## src/rtl/pfs_pkg.sv

```systemverilog
// ----------------------------------------------------------------------
// fault status summary package
// ----------------------------------------------------------------------
package pfs_pkg;

    // ------------------------------------------------------------------
    // sizes
    // ------------------------------------------------------------------
    localparam int PFS_NUM_PAGES = 12;
    localparam int PFS_WORD_W = 16;
    localparam int PFS_BYTE_W = 8;

    // ------------------------------------------------------------------
    // command codes
    // ------------------------------------------------------------------
    localparam logic [7:0] PFS_CMD_SUMMARY = 8'h79;
    localparam logic [7:0] PFS_CMD_VOLT = 8'h7a;
    localparam logic [7:0] PFS_CMD_CURR = 8'h7b;
    localparam logic [7:0] PFS_CMD_TEMP = 8'h7d;
    localparam logic [7:0] PFS_CMD_COMM = 8'h7e;

    // ------------------------------------------------------------------
    // summary word bit positions, all others read zero
    // ------------------------------------------------------------------
    localparam int PFS_BIT_OUTPUT_VOLTAGE_SUMMARY = 15;
    localparam int PFS_BIT_OUTPUT_CURRENT_SUMMARY = 14;
    localparam int PFS_BIT_VENDOR_STATUS_SUMMARY = 12;
    localparam int PFS_BIT_POWER_BAD_SUMMARY = 11;
    localparam int PFS_BIT_MARGIN_SUMMARY = 8;
    localparam int PFS_BIT_SEQUENCED_DOWN_SUMMARY = 6;
    localparam int PFS_BIT_OVERVOLTAGE_FAULT_SUMMARY = 5;
    localparam int PFS_BIT_OVERCURRENT_FAULT_SUMMARY = 4;
    localparam int PFS_BIT_TEMPERATURE_SUMMARY = 2;
    localparam int PFS_BIT_COMM_MEMORY_LOGIC_SUMMARY = 1;

    // ------------------------------------------------------------------
    // byte register bit positions
    // ------------------------------------------------------------------
    localparam int PFS_VB_OV_FAULT = 7;
    localparam int PFS_VB_OV_WARN = 6;
    localparam int PFS_VB_UV_WARN = 5;
    localparam int PFS_VB_UV_FAULT = 4;
    localparam int PFS_VB_TIMEOUT = 2;
    localparam int PFS_CB_OC_FAULT = 7;
    localparam int PFS_CB_OC_WARN = 5;
    localparam int PFS_TB_OT_FAULT = 7;
    localparam int PFS_TB_OT_WARN = 6;
    localparam int PFS_LB_BAD_COMMAND = 7;
    localparam int PFS_LB_BAD_DATA = 6;
    localparam int PFS_LB_SPARE_FLASH = 2;
    localparam int PFS_LB_MAIN_FLASH = 1;
    localparam int PFS_LB_LOG_FULL = 0;

    // ------------------------------------------------------------------
    // reset values
    // ------------------------------------------------------------------
    localparam logic [7:0] PFS_BYTE_ZERO = 8'h00;
    localparam logic [15:0] PFS_WORD_ZERO = 16'h0000;

    // ------------------------------------------------------------------
    // carriers
    // ------------------------------------------------------------------
    typedef struct packed {
        logic overvoltage_fault_bit;
        logic overvoltage_warning_bit;
        logic undervoltage_warning_bit;
        logic undervoltage_fault_bit;
        logic turn_on_timeout_bit;
    } pfs_volt_s;

    typedef struct packed {
        logic overcurrent_fault_bit;
        logic overcurrent_warning_bit;
    } pfs_curr_s;

    typedef struct packed {
        logic overtemp_fault_bit;
        logic overtemp_warning_bit;
    } pfs_temp_s;

    typedef struct packed {
        logic bad_command_bit;
        logic bad_data_bit;
        logic main_flash_corrupt_bit;
        logic spare_flash_corrupt_bit;
    } pfs_comm_s;

    typedef struct packed {
        logic valid;
        logic reject;
        logic two_byte;
        logic [15:0] word;
    } pfs_resp_s;

endpackage : pfs_pkg

```

## src/rtl/pfs_status_bank.sv

```systemverilog
`timescale 1ns/1ps
// Function
// - summary command returns two-byte fault summary
// - bit15 set on voltage fault/warning or timeout
// - bit14 set on overcurrent fault or warning
// - bit12 set when global vendor status set
// - bit11 is OR of page power-bad flags
// - bit8 set on any margining fault
// - bit6 is OR of page sequenced-off flags
// - bit5 set only on overvoltage fault
// - bit4 set only on overcurrent fault
// - bit2 set on overtemperature fault or warning
// - bit1 set on comm/memory/logic fault
// - summary bits 13,10,9,7,3,0 read zero
// - sequenced-off and power-bad never raise alert
// - voltage byte layout bits 7,6,5,4,2
// - voltage bits latch; timeout re-sets only on event
// - current byte: fault bit7, warning bit5
// - current and temperature bits latch, re-set persisting
// - comm, data, flash fault bits latch on events
// - log-full bit is live, not latched
// - logic byte layout bits 7,6,2,1,0
module pfs_status_bank
    import pfs_pkg::*;
#(
    parameter int NUM_PAGES = PFS_NUM_PAGES
)
(
    // clock and reset
    input wire logic clk,
    input wire logic rst,
    // live voltage conditions, timeout is a one-cycle event
    input wire pfs_volt_s volt_cond,
    // live current and temperature conditions
    input wire pfs_curr_s curr_cond,
    input wire pfs_temp_s temp_cond,
    // one-cycle communication and memory events
    input wire pfs_comm_s comm_event,
    // live fault log state
    input wire logic log_full,
    // per-page flags kept by the page status logic
    input wire logic [NUM_PAGES-1:0] page_power_bad,
    input wire logic [NUM_PAGES-1:0] page_seq_off,
    input wire logic [NUM_PAGES-1:0] page_margin_fault,
    // global page vendor status byte
    input wire logic [7:0] vendor_global_status,
    // one-cycle clear of all latched bits
    input wire logic clear_faults,
    // command port
    input wire logic cmd_valid,
    input wire logic cmd_write,
    input wire logic [7:0] cmd_code,
    // response
    output pfs_resp_s resp,
    // shared alert, level
    output logic alert
);

    // ------------------------------------------------------------------
    // byte assembly
    // ------------------------------------------------------------------
    function automatic logic [7:0] volt_byte(input pfs_volt_s s);
        logic [7:0] b;
        b = PFS_BYTE_ZERO;
        b[PFS_VB_OV_FAULT] = s.overvoltage_fault_bit;
        b[PFS_VB_OV_WARN] = s.overvoltage_warning_bit;
        b[PFS_VB_UV_WARN] = s.undervoltage_warning_bit;
        b[PFS_VB_UV_FAULT] = s.undervoltage_fault_bit;
        b[PFS_VB_TIMEOUT] = s.turn_on_timeout_bit;
        return b;
    endfunction : volt_byte

    function automatic logic [7:0] curr_byte(input pfs_curr_s s);
        logic [7:0] b;
        b = PFS_BYTE_ZERO;
        b[PFS_CB_OC_FAULT] = s.overcurrent_fault_bit;
        b[PFS_CB_OC_WARN] = s.overcurrent_warning_bit;
        return b;
    endfunction : curr_byte

    function automatic logic [7:0] temp_byte(input pfs_temp_s s);
        logic [7:0] b;
        b = PFS_BYTE_ZERO;
        b[PFS_TB_OT_FAULT] = s.overtemp_fault_bit;
        b[PFS_TB_OT_WARN] = s.overtemp_warning_bit;
        return b;
    endfunction : temp_byte

    function automatic logic [7:0] comm_byte(input pfs_comm_s s,
                                             input logic full);
        logic [7:0] b;
        b = PFS_BYTE_ZERO;
        b[PFS_LB_BAD_COMMAND] = s.bad_command_bit;
        b[PFS_LB_BAD_DATA] = s.bad_data_bit;
        b[PFS_LB_SPARE_FLASH] = s.spare_flash_corrupt_bit;
        b[PFS_LB_MAIN_FLASH] = s.main_flash_corrupt_bit;
        b[PFS_LB_LOG_FULL] = full;
        return b;
    endfunction : comm_byte

    function automatic logic is_status_cmd(input logic [7:0] code);
        return (code == PFS_CMD_SUMMARY) || (code == PFS_CMD_VOLT) ||
               (code == PFS_CMD_CURR) || (code == PFS_CMD_TEMP) ||
               (code == PFS_CMD_COMM);
    endfunction : is_status_cmd

    // ------------------------------------------------------------------
    // command classification
    // ------------------------------------------------------------------
    logic cmd_known;
    logic cmd_read_ok;
    logic cmd_bad_code;
    logic cmd_bad_write;

    always_comb
    begin
        cmd_known = is_status_cmd(cmd_code);
        cmd_read_ok = cmd_valid && !cmd_write && cmd_known;
        cmd_bad_code = cmd_valid && !cmd_known;
        // a write to a status command is refused as bad data
        cmd_bad_write = cmd_valid && cmd_write && cmd_known;
    end

    // ------------------------------------------------------------------
    // latched status bits
    // ------------------------------------------------------------------
    pfs_volt_s volt_q;
    pfs_volt_s volt_new;
    pfs_curr_s curr_q;
    pfs_curr_s curr_new;
    pfs_temp_s temp_q;
    pfs_temp_s temp_new;
    pfs_comm_s comm_set;
    pfs_comm_s comm_q;
    pfs_comm_s comm_new;

    // levels re-set every cycle they persist; the timeout input is
    // an event, so after a clear it comes back only on a new one
    pfs_sticky_latch #(
        .W($bits(pfs_volt_s))
    ) u_volt_latch (
        .clk(clk),
        .rst(rst),
        .set_vec(volt_cond),
        .clear(clear_faults),
        .q(volt_q),
        .newly_set(volt_new)
    );

    pfs_sticky_latch #(
        .W($bits(pfs_curr_s))
    ) u_curr_latch (
        .clk(clk),
        .rst(rst),
        .set_vec(curr_cond),
        .clear(clear_faults),
        .q(curr_q),
        .newly_set(curr_new)
    );

    pfs_sticky_latch #(
        .W($bits(pfs_temp_s))
    ) u_temp_latch (
        .clk(clk),
        .rst(rst),
        .set_vec(temp_cond),
        .clear(clear_faults),
        .q(temp_q),
        .newly_set(temp_new)
    );

    // own command port refusals feed the logic status too
    always_comb
    begin
        comm_set = comm_event;
        comm_set.bad_command_bit = comm_event.bad_command_bit ||
                                   cmd_bad_code;
        comm_set.bad_data_bit = comm_event.bad_data_bit || cmd_bad_write;
    end

    pfs_sticky_latch #(
        .W($bits(pfs_comm_s))
    ) u_comm_latch (
        .clk(clk),
        .rst(rst),
        .set_vec(comm_set),
        .clear(clear_faults),
        .q(comm_q),
        .newly_set(comm_new)
    );

    // ------------------------------------------------------------------
    // register images
    // ------------------------------------------------------------------
    logic [7:0] volt_img;
    logic [7:0] curr_img;
    logic [7:0] temp_img;
    logic [7:0] comm_img;
    logic [15:0] summary_img;

    always_comb
    begin
        volt_img = volt_byte(volt_q);
        curr_img = curr_byte(curr_q);
        temp_img = temp_byte(temp_q);
        // log full is taken live, never latched
        comm_img = comm_byte(comm_q, log_full);
    end

    // ------------------------------------------------------------------
    // summary sources
    // ------------------------------------------------------------------
    logic volt_any;
    logic curr_any;
    logic temp_any;
    logic comm_any;
    logic vendor_any;
    logic power_bad_any;
    logic seq_off_any;
    logic margin_any;

    // page flags arrive already qualified; only their OR is kept here
    always_comb
    begin
        volt_any = |volt_img;
        curr_any = |curr_img;
        temp_any = |temp_img;
        // log full is a state, not a recorded fault
        comm_any = |comm_q;
        vendor_any = |vendor_global_status;
        power_bad_any = |page_power_bad;
        seq_off_any = |page_seq_off;
        margin_any = |page_margin_fault;
    end

    // summary is pure OR logic over the latched and page bits, so it
    // clears by itself once its sources clear
    always_comb
    begin
        summary_img = PFS_WORD_ZERO;
        summary_img[PFS_BIT_OUTPUT_VOLTAGE_SUMMARY] = volt_any;
        summary_img[PFS_BIT_OUTPUT_CURRENT_SUMMARY] = curr_any;
        summary_img[PFS_BIT_VENDOR_STATUS_SUMMARY] =
            vendor_any;
        summary_img[PFS_BIT_POWER_BAD_SUMMARY] =
            power_bad_any;
        summary_img[PFS_BIT_MARGIN_SUMMARY] =
            margin_any;
        summary_img[PFS_BIT_SEQUENCED_DOWN_SUMMARY] =
            seq_off_any;
        summary_img[PFS_BIT_OVERVOLTAGE_FAULT_SUMMARY] =
            volt_q.overvoltage_fault_bit;
        summary_img[PFS_BIT_OVERCURRENT_FAULT_SUMMARY] =
            curr_q.overcurrent_fault_bit;
        summary_img[PFS_BIT_TEMPERATURE_SUMMARY] = temp_any;
        summary_img[PFS_BIT_COMM_MEMORY_LOGIC_SUMMARY] =
            comm_any;
    end

    // ------------------------------------------------------------------
    // response
    // ------------------------------------------------------------------
    pfs_resp_s resp_reg;
    pfs_resp_s resp_next;

    always_comb
    begin
        resp_next.valid = cmd_valid;
        resp_next.reject = cmd_valid && !cmd_read_ok;
        resp_next.two_byte = 1'b0;
        resp_next.word = PFS_WORD_ZERO;
        if (cmd_read_ok)
        begin
            case (cmd_code)
                PFS_CMD_SUMMARY:
                begin
                    resp_next.two_byte = 1'b1;
                    resp_next.word = summary_img;
                end
                PFS_CMD_VOLT:
                begin
                    resp_next.word = {PFS_BYTE_ZERO, volt_img};
                end
                PFS_CMD_CURR:
                begin
                    resp_next.word = {PFS_BYTE_ZERO, curr_img};
                end
                PFS_CMD_TEMP:
                begin
                    resp_next.word = {PFS_BYTE_ZERO, temp_img};
                end
                PFS_CMD_COMM:
                begin
                    resp_next.word = {PFS_BYTE_ZERO, comm_img};
                end
                default:
                begin
                    resp_next.word = PFS_WORD_ZERO;
                end
            endcase
        end
    end

    always_ff @(posedge clk or posedge rst)
    begin
        if (rst)
        begin
            resp_reg <= '0;
        end
        else
        begin
            resp_reg <= resp_next;
        end
    end

    // ------------------------------------------------------------------
    // alert
    // ------------------------------------------------------------------
    logic alert_reg;
    logic alert_next;
    logic alert_cause;
    logic level_new;
    logic event_new;

    // page power-bad and sequenced-off flags are deliberately left out,
    // as are flash corruption bits, which only report
    always_comb
    begin
        level_new = (|volt_new) || (|curr_new) || (|temp_new);
        // only refused commands and refused data count as events here
        event_new = comm_new.bad_command_bit || comm_new.bad_data_bit;
        alert_cause = level_new || event_new;
        // a fresh cause in the clear cycle keeps the alert up
        alert_next = alert_cause || (alert_reg && !clear_faults);
    end

    always_ff @(posedge clk or posedge rst)
    begin
        if (rst)
        begin
            alert_reg <= 1'b0;
        end
        else
        begin
            alert_reg <= alert_next;
        end
    end

    // ------------------------------------------------------------------
    // outputs
    // ------------------------------------------------------------------
    assign resp = resp_reg;
    assign alert = alert_reg;

endmodule : pfs_status_bank

```

## src/rtl/pfs_sticky_latch.sv

```systemverilog
`timescale 1ns/1ps
// ----------------------------------------------------------------------
// vector of sticky flags, set wins over clear
// ----------------------------------------------------------------------
module pfs_sticky_latch
#(
    parameter int W = 1
)
(
    // clock and reset
    input wire logic clk,
    input wire logic rst,
    // control
    input wire logic [W-1:0] set_vec,
    input wire logic clear,
    // state
    output logic [W-1:0] q,
    output logic [W-1:0] newly_set
);

    logic [W-1:0] q_reg;
    logic [W-1:0] q_next;

    // a set arriving with the clear survives it
    always_comb
    begin
        q_next = set_vec | (q_reg & ~{W{clear}});
    end

    always_ff @(posedge clk or posedge rst)
    begin
        if (rst)
        begin
            q_reg <= '0;
        end
        else
        begin
            q_reg <= q_next;
        end
    end

    assign q = q_reg;
    assign newly_set = set_vec & ~q_reg;

endmodule : pfs_sticky_latch
```

## config.mk

```make
export PLATFORM = sky130hd
export DESIGN_NAME = pfs_status_bank
export DESIGN_NICKNAME = d
export VERILOG_FILES = /design/src/rtl/pfs_pkg.sv /design/src/rtl/pfs_status_bank.sv /design/src/rtl/pfs_sticky_latch.sv
export SDC_FILE = /design/constraint.sdc
export NUM_CORES = 1
export LEC_CHECK = 0
export BUFFER_PORTS_ARGS = -buffer_cell sky130_fd_sc_hd__clkbuf_2
export CORE_ASPECT_RATIO = 1.25
export CORE_MARGIN = 2
export CORE_UTILIZATION = 25
export DETAILED_ROUTE_END_ITERATION = 10
export SYNTH_ARGS = -nofsm -noshare
export SYNTH_HDL_FRONTEND = slang
export SYNTH_HIERARCHICAL = 1
export SYNTH_SLANG_ARGS = --single-unit
```

## constraint.sdc

```tcl
create_clock -name clk -period 1.7 [get_ports clk]
set_clock_uncertainty 0.1 [all_clocks]
set_input_delay 0.085 -clock clk [delete_from_list [all_inputs] [get_ports clk]]
set_output_delay 0.085 -clock clk [all_outputs]
set_load 0.03 [all_outputs]
```

; Word level (Yosys, flattened, before mapping)
; Index checks and enable logic that the tools add are counted.
[word_totals]
register_bits = 33
latchBits = 0
ram_bits = 0
rom_bits = 0
input_bits = 71
out_inout_bits = 20
wordCells = 69
n_memories = 0
[classes]
n_addsub = 0
mul = 0
div_mod_pow = 0
magnitude_cmp = 0
n_eq_ne = 5
shifts = 0
muxes = 3
bitwise = 19
reduce_logical = 33
[ops]
columns = operator, n
row1 = $pmux W16 S5, 1
row2 = $eq A8 B7 Y1 const B, 5
row3 = $reduce_or A12 Y1, 3
row4 = $mux W17, 1
row5 = $logic_or A1 B1 Y1, 11
row6 = $and A5 B5 Y5, 2
row7 = $not A5 Y5, 2
row8 = $reduce_or A5 Y1, 2
row9 = $and A2 B2 Y2, 4
row10 = $and A4 B4 Y4, 2
row11 = $not A4 Y4, 2
row12 = $reduce_or A2 Y1, 4
row13 = $reduce_or A8 Y1, 1
row14 = $logic_and A1 B1 Y1, 7
row15 = $not A2 Y2, 3
row16 = $or A5 B5 Y5, 1
row17 = $logic_not A1 Y1, 4
row18 = $or A2 B2 Y2, 2
row19 = $or A4 B4 Y4, 1
row20 = $reduce_or A4 Y1, 1
row21 = $mux W1, 1

; Logic depth before layout (Yosys ltp)
; Gate-level depths: netlist of the first run.
[logic_depth]
word_depth = 12
depth_mapped = 6
mapped_depth_nobuf = 6

; By module
; The synthesis of the first run kept the hierarchy.
[by_module_without_submodules]
columns = mod, n_inst, cells_each, area_each_um2, seq_area_each_um2
row1 = pfs_status_bank, 1, 93, 964.7, 400.4
row2 = pfs_sticky_latch at u_volt_latch, 1, 17, 201.4, 125.1
row3 = pfs_sticky_latch at u_curr_latch ..., 2, 8, 85.1, 50.0
row4 = pfs_sticky_latch at u_comm_latch, 1, 14, 162.7, 100.1

; Least setup slack after synthesis of the first run
; OpenSTA, ideal clock, no wires.
[synth_path]
kind = input to register
start = in cmd_code[7]
end = reg alert_reg, in the netlist alert
setup_ns = 0.143
t_arrival_ns = 1.082
required_ns = 1.457
path_slack_ns = 0.375
path_stages = 6
n_path_buf = 0
path_cell_list = and4b_2 > o2111ai_2 > a21o_1 > nor2b_1 > nor3_1 > o2111ai_1
[synth_rtl]
columns = element, line
row1 = from (decl), pfs_status_bank.sv:52  ; input wire logic [7:0] cmd_code,
row2 = to (signal assigned), pfs_status_bank.sv:345  ; alert_reg <= alert_next;
row3 = to (decl), pfs_status_bank.sv:319  ; logic alert_reg;

==> results of run 1 <==
## routing by layer
layer / track usage / up-vias / wire [microns]
met5: 0 / - / 0
met4: 0.0556 / 0 / 89
met3: 0.0381 / 9 / 250
met2: 0.214 / 51 / 2120
met1: 0.151 / 692 / 1620
li1: - / 719 / -
## final cells by class
cell class / instances / area share
well taps: 66 / 0.0355
clock buffers: 7 / 0.0371
inverters: 12 / 0.0193
multi-input cells: 93 / 0.288
repair buffers: 115 / 0.308
flip-flops and latches: 29 / 0.312
## final timing paths
| path | start | end | slack (ns) |
|---|---|---|---|
| hold / removal | page_power_bad[10] | resp[11] | 0.02 |
| max in group asynchronous | rst | resp[0] | 0.70 |
| setup reg to reg | u_curr_latch/q[0] | resp[5] | 0.48 |
| hold reg to reg | u_comm_latch/q[0] | u_comm_latch/q[0] | 0.41 |
| min in group asynchronous | rst | u_curr_latch/q[0] | 0.17 |
| setup / recovery | vendor_global_status[6] | resp[12] | 0.23 |
## cells in the final DEF, fill, tap and decap left out, types with 2 or more instances in the layout
| cell type | count |
|---|---|
| a21o_1 | 14 |
| a21oi_1 | 3 |
| a21oi_2 | 2 |
| a31oi_4 | 2 |
| a32oi_1 | 2 |
| clkbuf_2 | 86 |
| clkbuf_8 | 6 |
| conb_1 | 4 |
| dfrtp_1 | 29 |
| dlygate4sd3_1 | 28 |
| inv_1 | 10 |
| inv_2 | 2 |
| mux2_2 | 3 |
| nand2_1 | 4 |
| nand3_1 | 4 |
| nor2_1 | 5 |
| nor2b_1 | 11 |
| nor3_1 | 3 |
| nor4_1 | 12 |
| o21ai_0 | 2 |
| or3_2 | 2 |
| or4_1 | 2 |
## repair_timing
item                       4_1_cts  5_1_grt
setup endpoints to repair        0        0
hold buffers                    28        0
hold endpoints to repair        47        0
## worst max-delay path, stage by stage
cell and delay (ns):
dlygate4sd3_1 0.55, clkbuf_2 0.10, nor4_1 0.14, dlygate4sd3_1 0.60, a21oi_2 0.05
## power by group through the flow
| stage | Clock [mW] | Combinational [mW] | Sequential, mW |
|---|---|---|---|
| after CTS | 0.586 | 0.271 | 0.742 |
| after global routing | 0.614 | 0.295 | 0.746 |
| after global placement | 0 | 0.219 | 0.754 |
| after detailed placement | 0 | 0.222 | 0.755 |
| after floorplan | 0 | 0.108 | 0.753 |
| final | 0.559 | 0.268 | 0.742 |
==> reports/results.ini, run 1 <==
[final_layout]
layout.cells.non_filler = 322
largest_reg_flops = 15
layout-drive-gt1-share = 0.441
n_fill_cell = 596
stdcell_area_sq_um = 2330
final_nets = 327
multiInputGateArea_sq_um = 671
syn2layout_area_growth_pct = 56.6
final_util = 0.403
final-seq-area_sq_um = 726
antenna_cells = 0

[global_route]
grt_max_degree = 17
grt_pass1_wl_microns = 6500
grt_pass1_vias = 1425
grtUsageTotal = 0.129
overflow = 0
antenna_found_initial = 0

[drt]
routedWlPerCell_microns = 12.7
via_per_inst = 4.57
drt_wl_total_microns = 4080
drt_first_pass_iters = 4
ant_nets = 0
vias = 1471
drt_iter0_drc = 54
drc = 0

[clock_network]
cts-resized-gates = 0
clkSinkCount = 29
htree_levels = 2
cts.path.max_buffers = 2
clk_latency_ns = 0.27
cts_setup_buffers = 0
clk_pin_slew_worst_paths_ns = 0.06
cts_inserted_buffers = 5
cts_tree = done
cts_root_buf = clkbuf_8

[hold_path]
hold_path_depth = 3
hold_path_class = input pin to flop

[power_and_ir_drop]
power.density_nw_per_um2 = 674
finalPower_mw = 1.57
power.switching_mw = 0.385
peakVddDrop_mv = 0.353
p_int_mw = 1.18
clockPowerShare = 0.356
pwr-share-comb = 0.171
swShare = 0.246
p_seq_frac = 0.473
leakage_nw = 1.17

[timing]
setup_ws_ns = 0.231
fin_hold_ws_ns = 0.0156
min_period_ns = 1.47
rsz0062_at_grt = no
final_max_slew_viol_count = 0
tightest_slew_ns = 0.616
max_freq_mhz = 681
max_slew_margin = 0.589
setup_tns_ns = 0
finalHoldViolCount = 0
setup_violations = 0
fin_crit_sh = 0.864

[die]
die_w_microns = 73.0
core_region_area_sq_um = 5780
start_util = 0.257
die_h_microns = 90.2
rows = 31
dieArea_sq_um = 6580
ioPinCount = 91

[placed_design]
placed_area_sq_um = 1960
io_buffers = 86
routabilityCongestion = 0.754
dp_hpwl_microns = 3190
dp.cells = 287
dpl_worst_slack_ns = 0.157

[outcome]
status = completed

[synthesis]
syn_area_sq_um = 1490
syn_area_per_cell_sq_um = 10.8
postSynthCellCount = 138
synth_warnings = 6

[worst_setup_path]
crit_path_end_kind = flop
crit_path_start_kind = input pin
crit_fanout = 1
worstSetupPathType = input pin to flop
cp.arrival_ns = 1.53
ff2ff_path_depth = 3
crit_required_ns = 1.76

[run]
max_cap_violations = 0

Power figures use the tool's default switching activity.
==> run 2, diff against run 1 <==
- CORE_UTILIZATION: 25 -> 43
- PLACE_DENSITY: default -> 0.8
- clock period: 1.7 -> 1.52 ns (I/O delays scaled with it)
==> reports/results.ini, run 2 (synthesis results as in run 1) <==
[final_layout]
layout.cells.non_filler = 301  ; -6.5%
largest_reg_flops = 15  ; unchanged
final_cell_mix = 85 x clkbuf_2, 34 x dlygate4sd3_1, 29 x dfrtp_1, 14 x a21o_1, 12 x nor4_1
final_util = 0.735  ; +0.332
antenna_cells = 0  ; unchanged
layout-drive-gt1-share = 0.432  ; -0.00959
syn2layout_area_growth_pct = 60.8
final_common_cell = clkbuf_2
final_nets = 335  ; +2.4%

[worst_setup_path]
cp.arrival_ns = 1.51  ; -0.02 ns
crit_path_top_delay_cell = dlygate4sd3_1
r2r-end = resp[1]
r2r_setup_slack_ns = 0.27  ; -0.21 ns
crit_chain = dlygate4sd3_1, clkbuf_2, nand2b_1, or2_1, nor4_4
worstSetupPathType = input pin to flop
crit_path_end_kind = flop
ff2ff_path_depth = 3  ; unchanged
crit_path_start_kind = input pin
crit_fanout = 7  ; +6
slowest_delay_ns = 0.54  ; -0.06 ns
r2r_start = u_comm_latch/q[3]
crit_required_ns = 1.61  ; -0.15 ns

[placed_design]
dp_hpwl_microns = 3170  ; -0.77%
routabilityCongestion = 0.820  ; +8.7%
io_buffers = 86  ; unchanged
dp.cells = 259  ; -9.8%
dpl_worst_slack_ns = -0.00999  ; -0.167 ns

[hold_path]
hold_path_depth = 2  ; -1
holdPathEnd = alert
hold_start = clear_faults
hold_path_class = input pin to flop

[drt]
routedWlPerCell_microns = 15.1  ; +19%
drc = 0  ; unchanged
vias = 1536  ; +4.4%
drt_wl_total_microns = 4530  ; +11%
via_per_inst = 5.10  ; +12%
drt_first_pass_iters = 4  ; unchanged
drt_iter0_drc = 45  ; -17%
ant_nets = 0  ; unchanged

[die]
die_h_microns = 69.7  ; -23%
dieArea_sq_um = 3950  ; -40%
start_util = 0.457  ; +0.200
die_w_microns = 56.6  ; -22%
ioPinCount = 91  ; unchanged
core_region_area_sq_um = 3250  ; -44%
rows = 23  ; -26%

[timing]
max_slew_margin = 0.601  ; +0.0119
final_max_slew_viol_count = 0  ; unchanged
finalHoldViolCount = 0  ; unchanged
rsz0062_at_grt = no
setup_ws_ns = 0.100  ; -0.130 ns
tightest_slew_ns = 0.598  ; -0.0178 ns
fin_crit_sh = 0.934
max_freq_mhz = 704
setup_violations = 0  ; unchanged
fin_hold_ws_ns = 0.0138  ; -0.00178 ns
min_period_ns = 1.42
setup_tns_ns = 0  ; unchanged

[global_route]
overflow = 0  ; unchanged
antenna_found_initial = 0  ; unchanged
grtUsageTotal = 0.243  ; +0.114
grt_max_degree = 17  ; unchanged
grt_pass1_wl_microns = 7230  ; +11%
grt_pass1_vias = 1657  ; +16%

[power_and_ir_drop]
peakVddDrop_mv = 0.681  ; +93%
power.density_nw_per_um2 = 746  ; +11%
leakage_nw = 1.20  ; +3.2%

[clock_network]
cts_tree = done
clk_latency_ns = 0.28  ; about the same
cts_setup_buffers = 0  ; unchanged
clk_pin_slew_worst_paths_ns = 0.06  ; about the same
clkSinkCount = 29  ; unchanged
cts_inserted_buffers = 5  ; unchanged
htree_levels = 2  ; unchanged
cts.path.max_buffers = 2  ; unchanged
cts_root_buf = clkbuf_8

[run]
max_cap_violations = 0  ; unchanged

[outcome]
status = completed

==> run 2: changes by cell type in the layout (fill, tap and decap cells not counted) <==
| cell | previous run | this run |
|---|---|---|
| buf_4 | 1 | 2 |
| buf_6 | 0 | 1 |
| clkbuf_2 | 86 | 85 |
| dlygate4sd3_1 | 28 | 34 |
| dlymetal6s4s_1 | 0 | 1 |
| o2111ai_2 | 1 | 0 |
| o2111ai_4 | 0 | 1 |
==> run 2: report_power, final <==
group,internal [mW],switching [mW],total (mW)
Sequential,0.800,0.0314,0.832
Clock,0.358,0.265,0.623
Combinational,0.182,0.147,0.329
Total,1.34,0.443,1.78
==> run 2: routing by layer <==
layer	track usage	share of wire	vias up
li1	-	-	733
met4	0.130	0.043	0
met3	0.0616	0.053	18
met2	0.441	0.55	60
met5	0	0	-
met1	0.248	0.36	725
==> run 2: how the worst max path moves through the flow <==
stage	startpoint	endpoint	slack [ns]	cells after the start
after floorplan	cmd_code[7]	alert	0.20	6
after global placement	cmd_code[7]	alert	0.04	7
after detailed placement	cmd_code[7]	alert	-0.01	7
after CTS	cmd_code[3]	alert	0.03	7
after global routing	cmd_code[7]	resp[0]	0.06	6
final	cmd_write	resp[5]	0.10	5
==> run 2: worst max-delay path, delay by kind of cell <==
kind	cells	cell delay, ns
buffers and inverters	2	0.67
and+or+nand+nor	3	0.76
==> run 2: final cells by class <==
cell class | count | area, sq um
clock buffer | 7 | 86.3
fill | 251 | 862
inverter | 12 | 45.0
multi-input combinational | 93 | 682
sequential | 29 | 726
tap | 37 | 46.3
timing repair buffer | 123 | 805
==> run 2: per-stage QoR <==
stage | power (mW) | cell area (sq um)
after global placement | 1.09 | 1930
after floorplan | 0.963 | 1500
after detailed placement | 1.09 | 1930
after global routing | 1.86 | 2390
final | 1.78 | 2390
after CTS | 1.79 | 2370
==> run 2: what timing repair did <==
| action | CTS | global route |
|---|---|---|
| setup endpoints to repair | 0 | 1 |
| hold buffers | 35 | 0 |
| hold endpoints to repair | 48 | 0 |
| resized for setup | 0 | 5 |
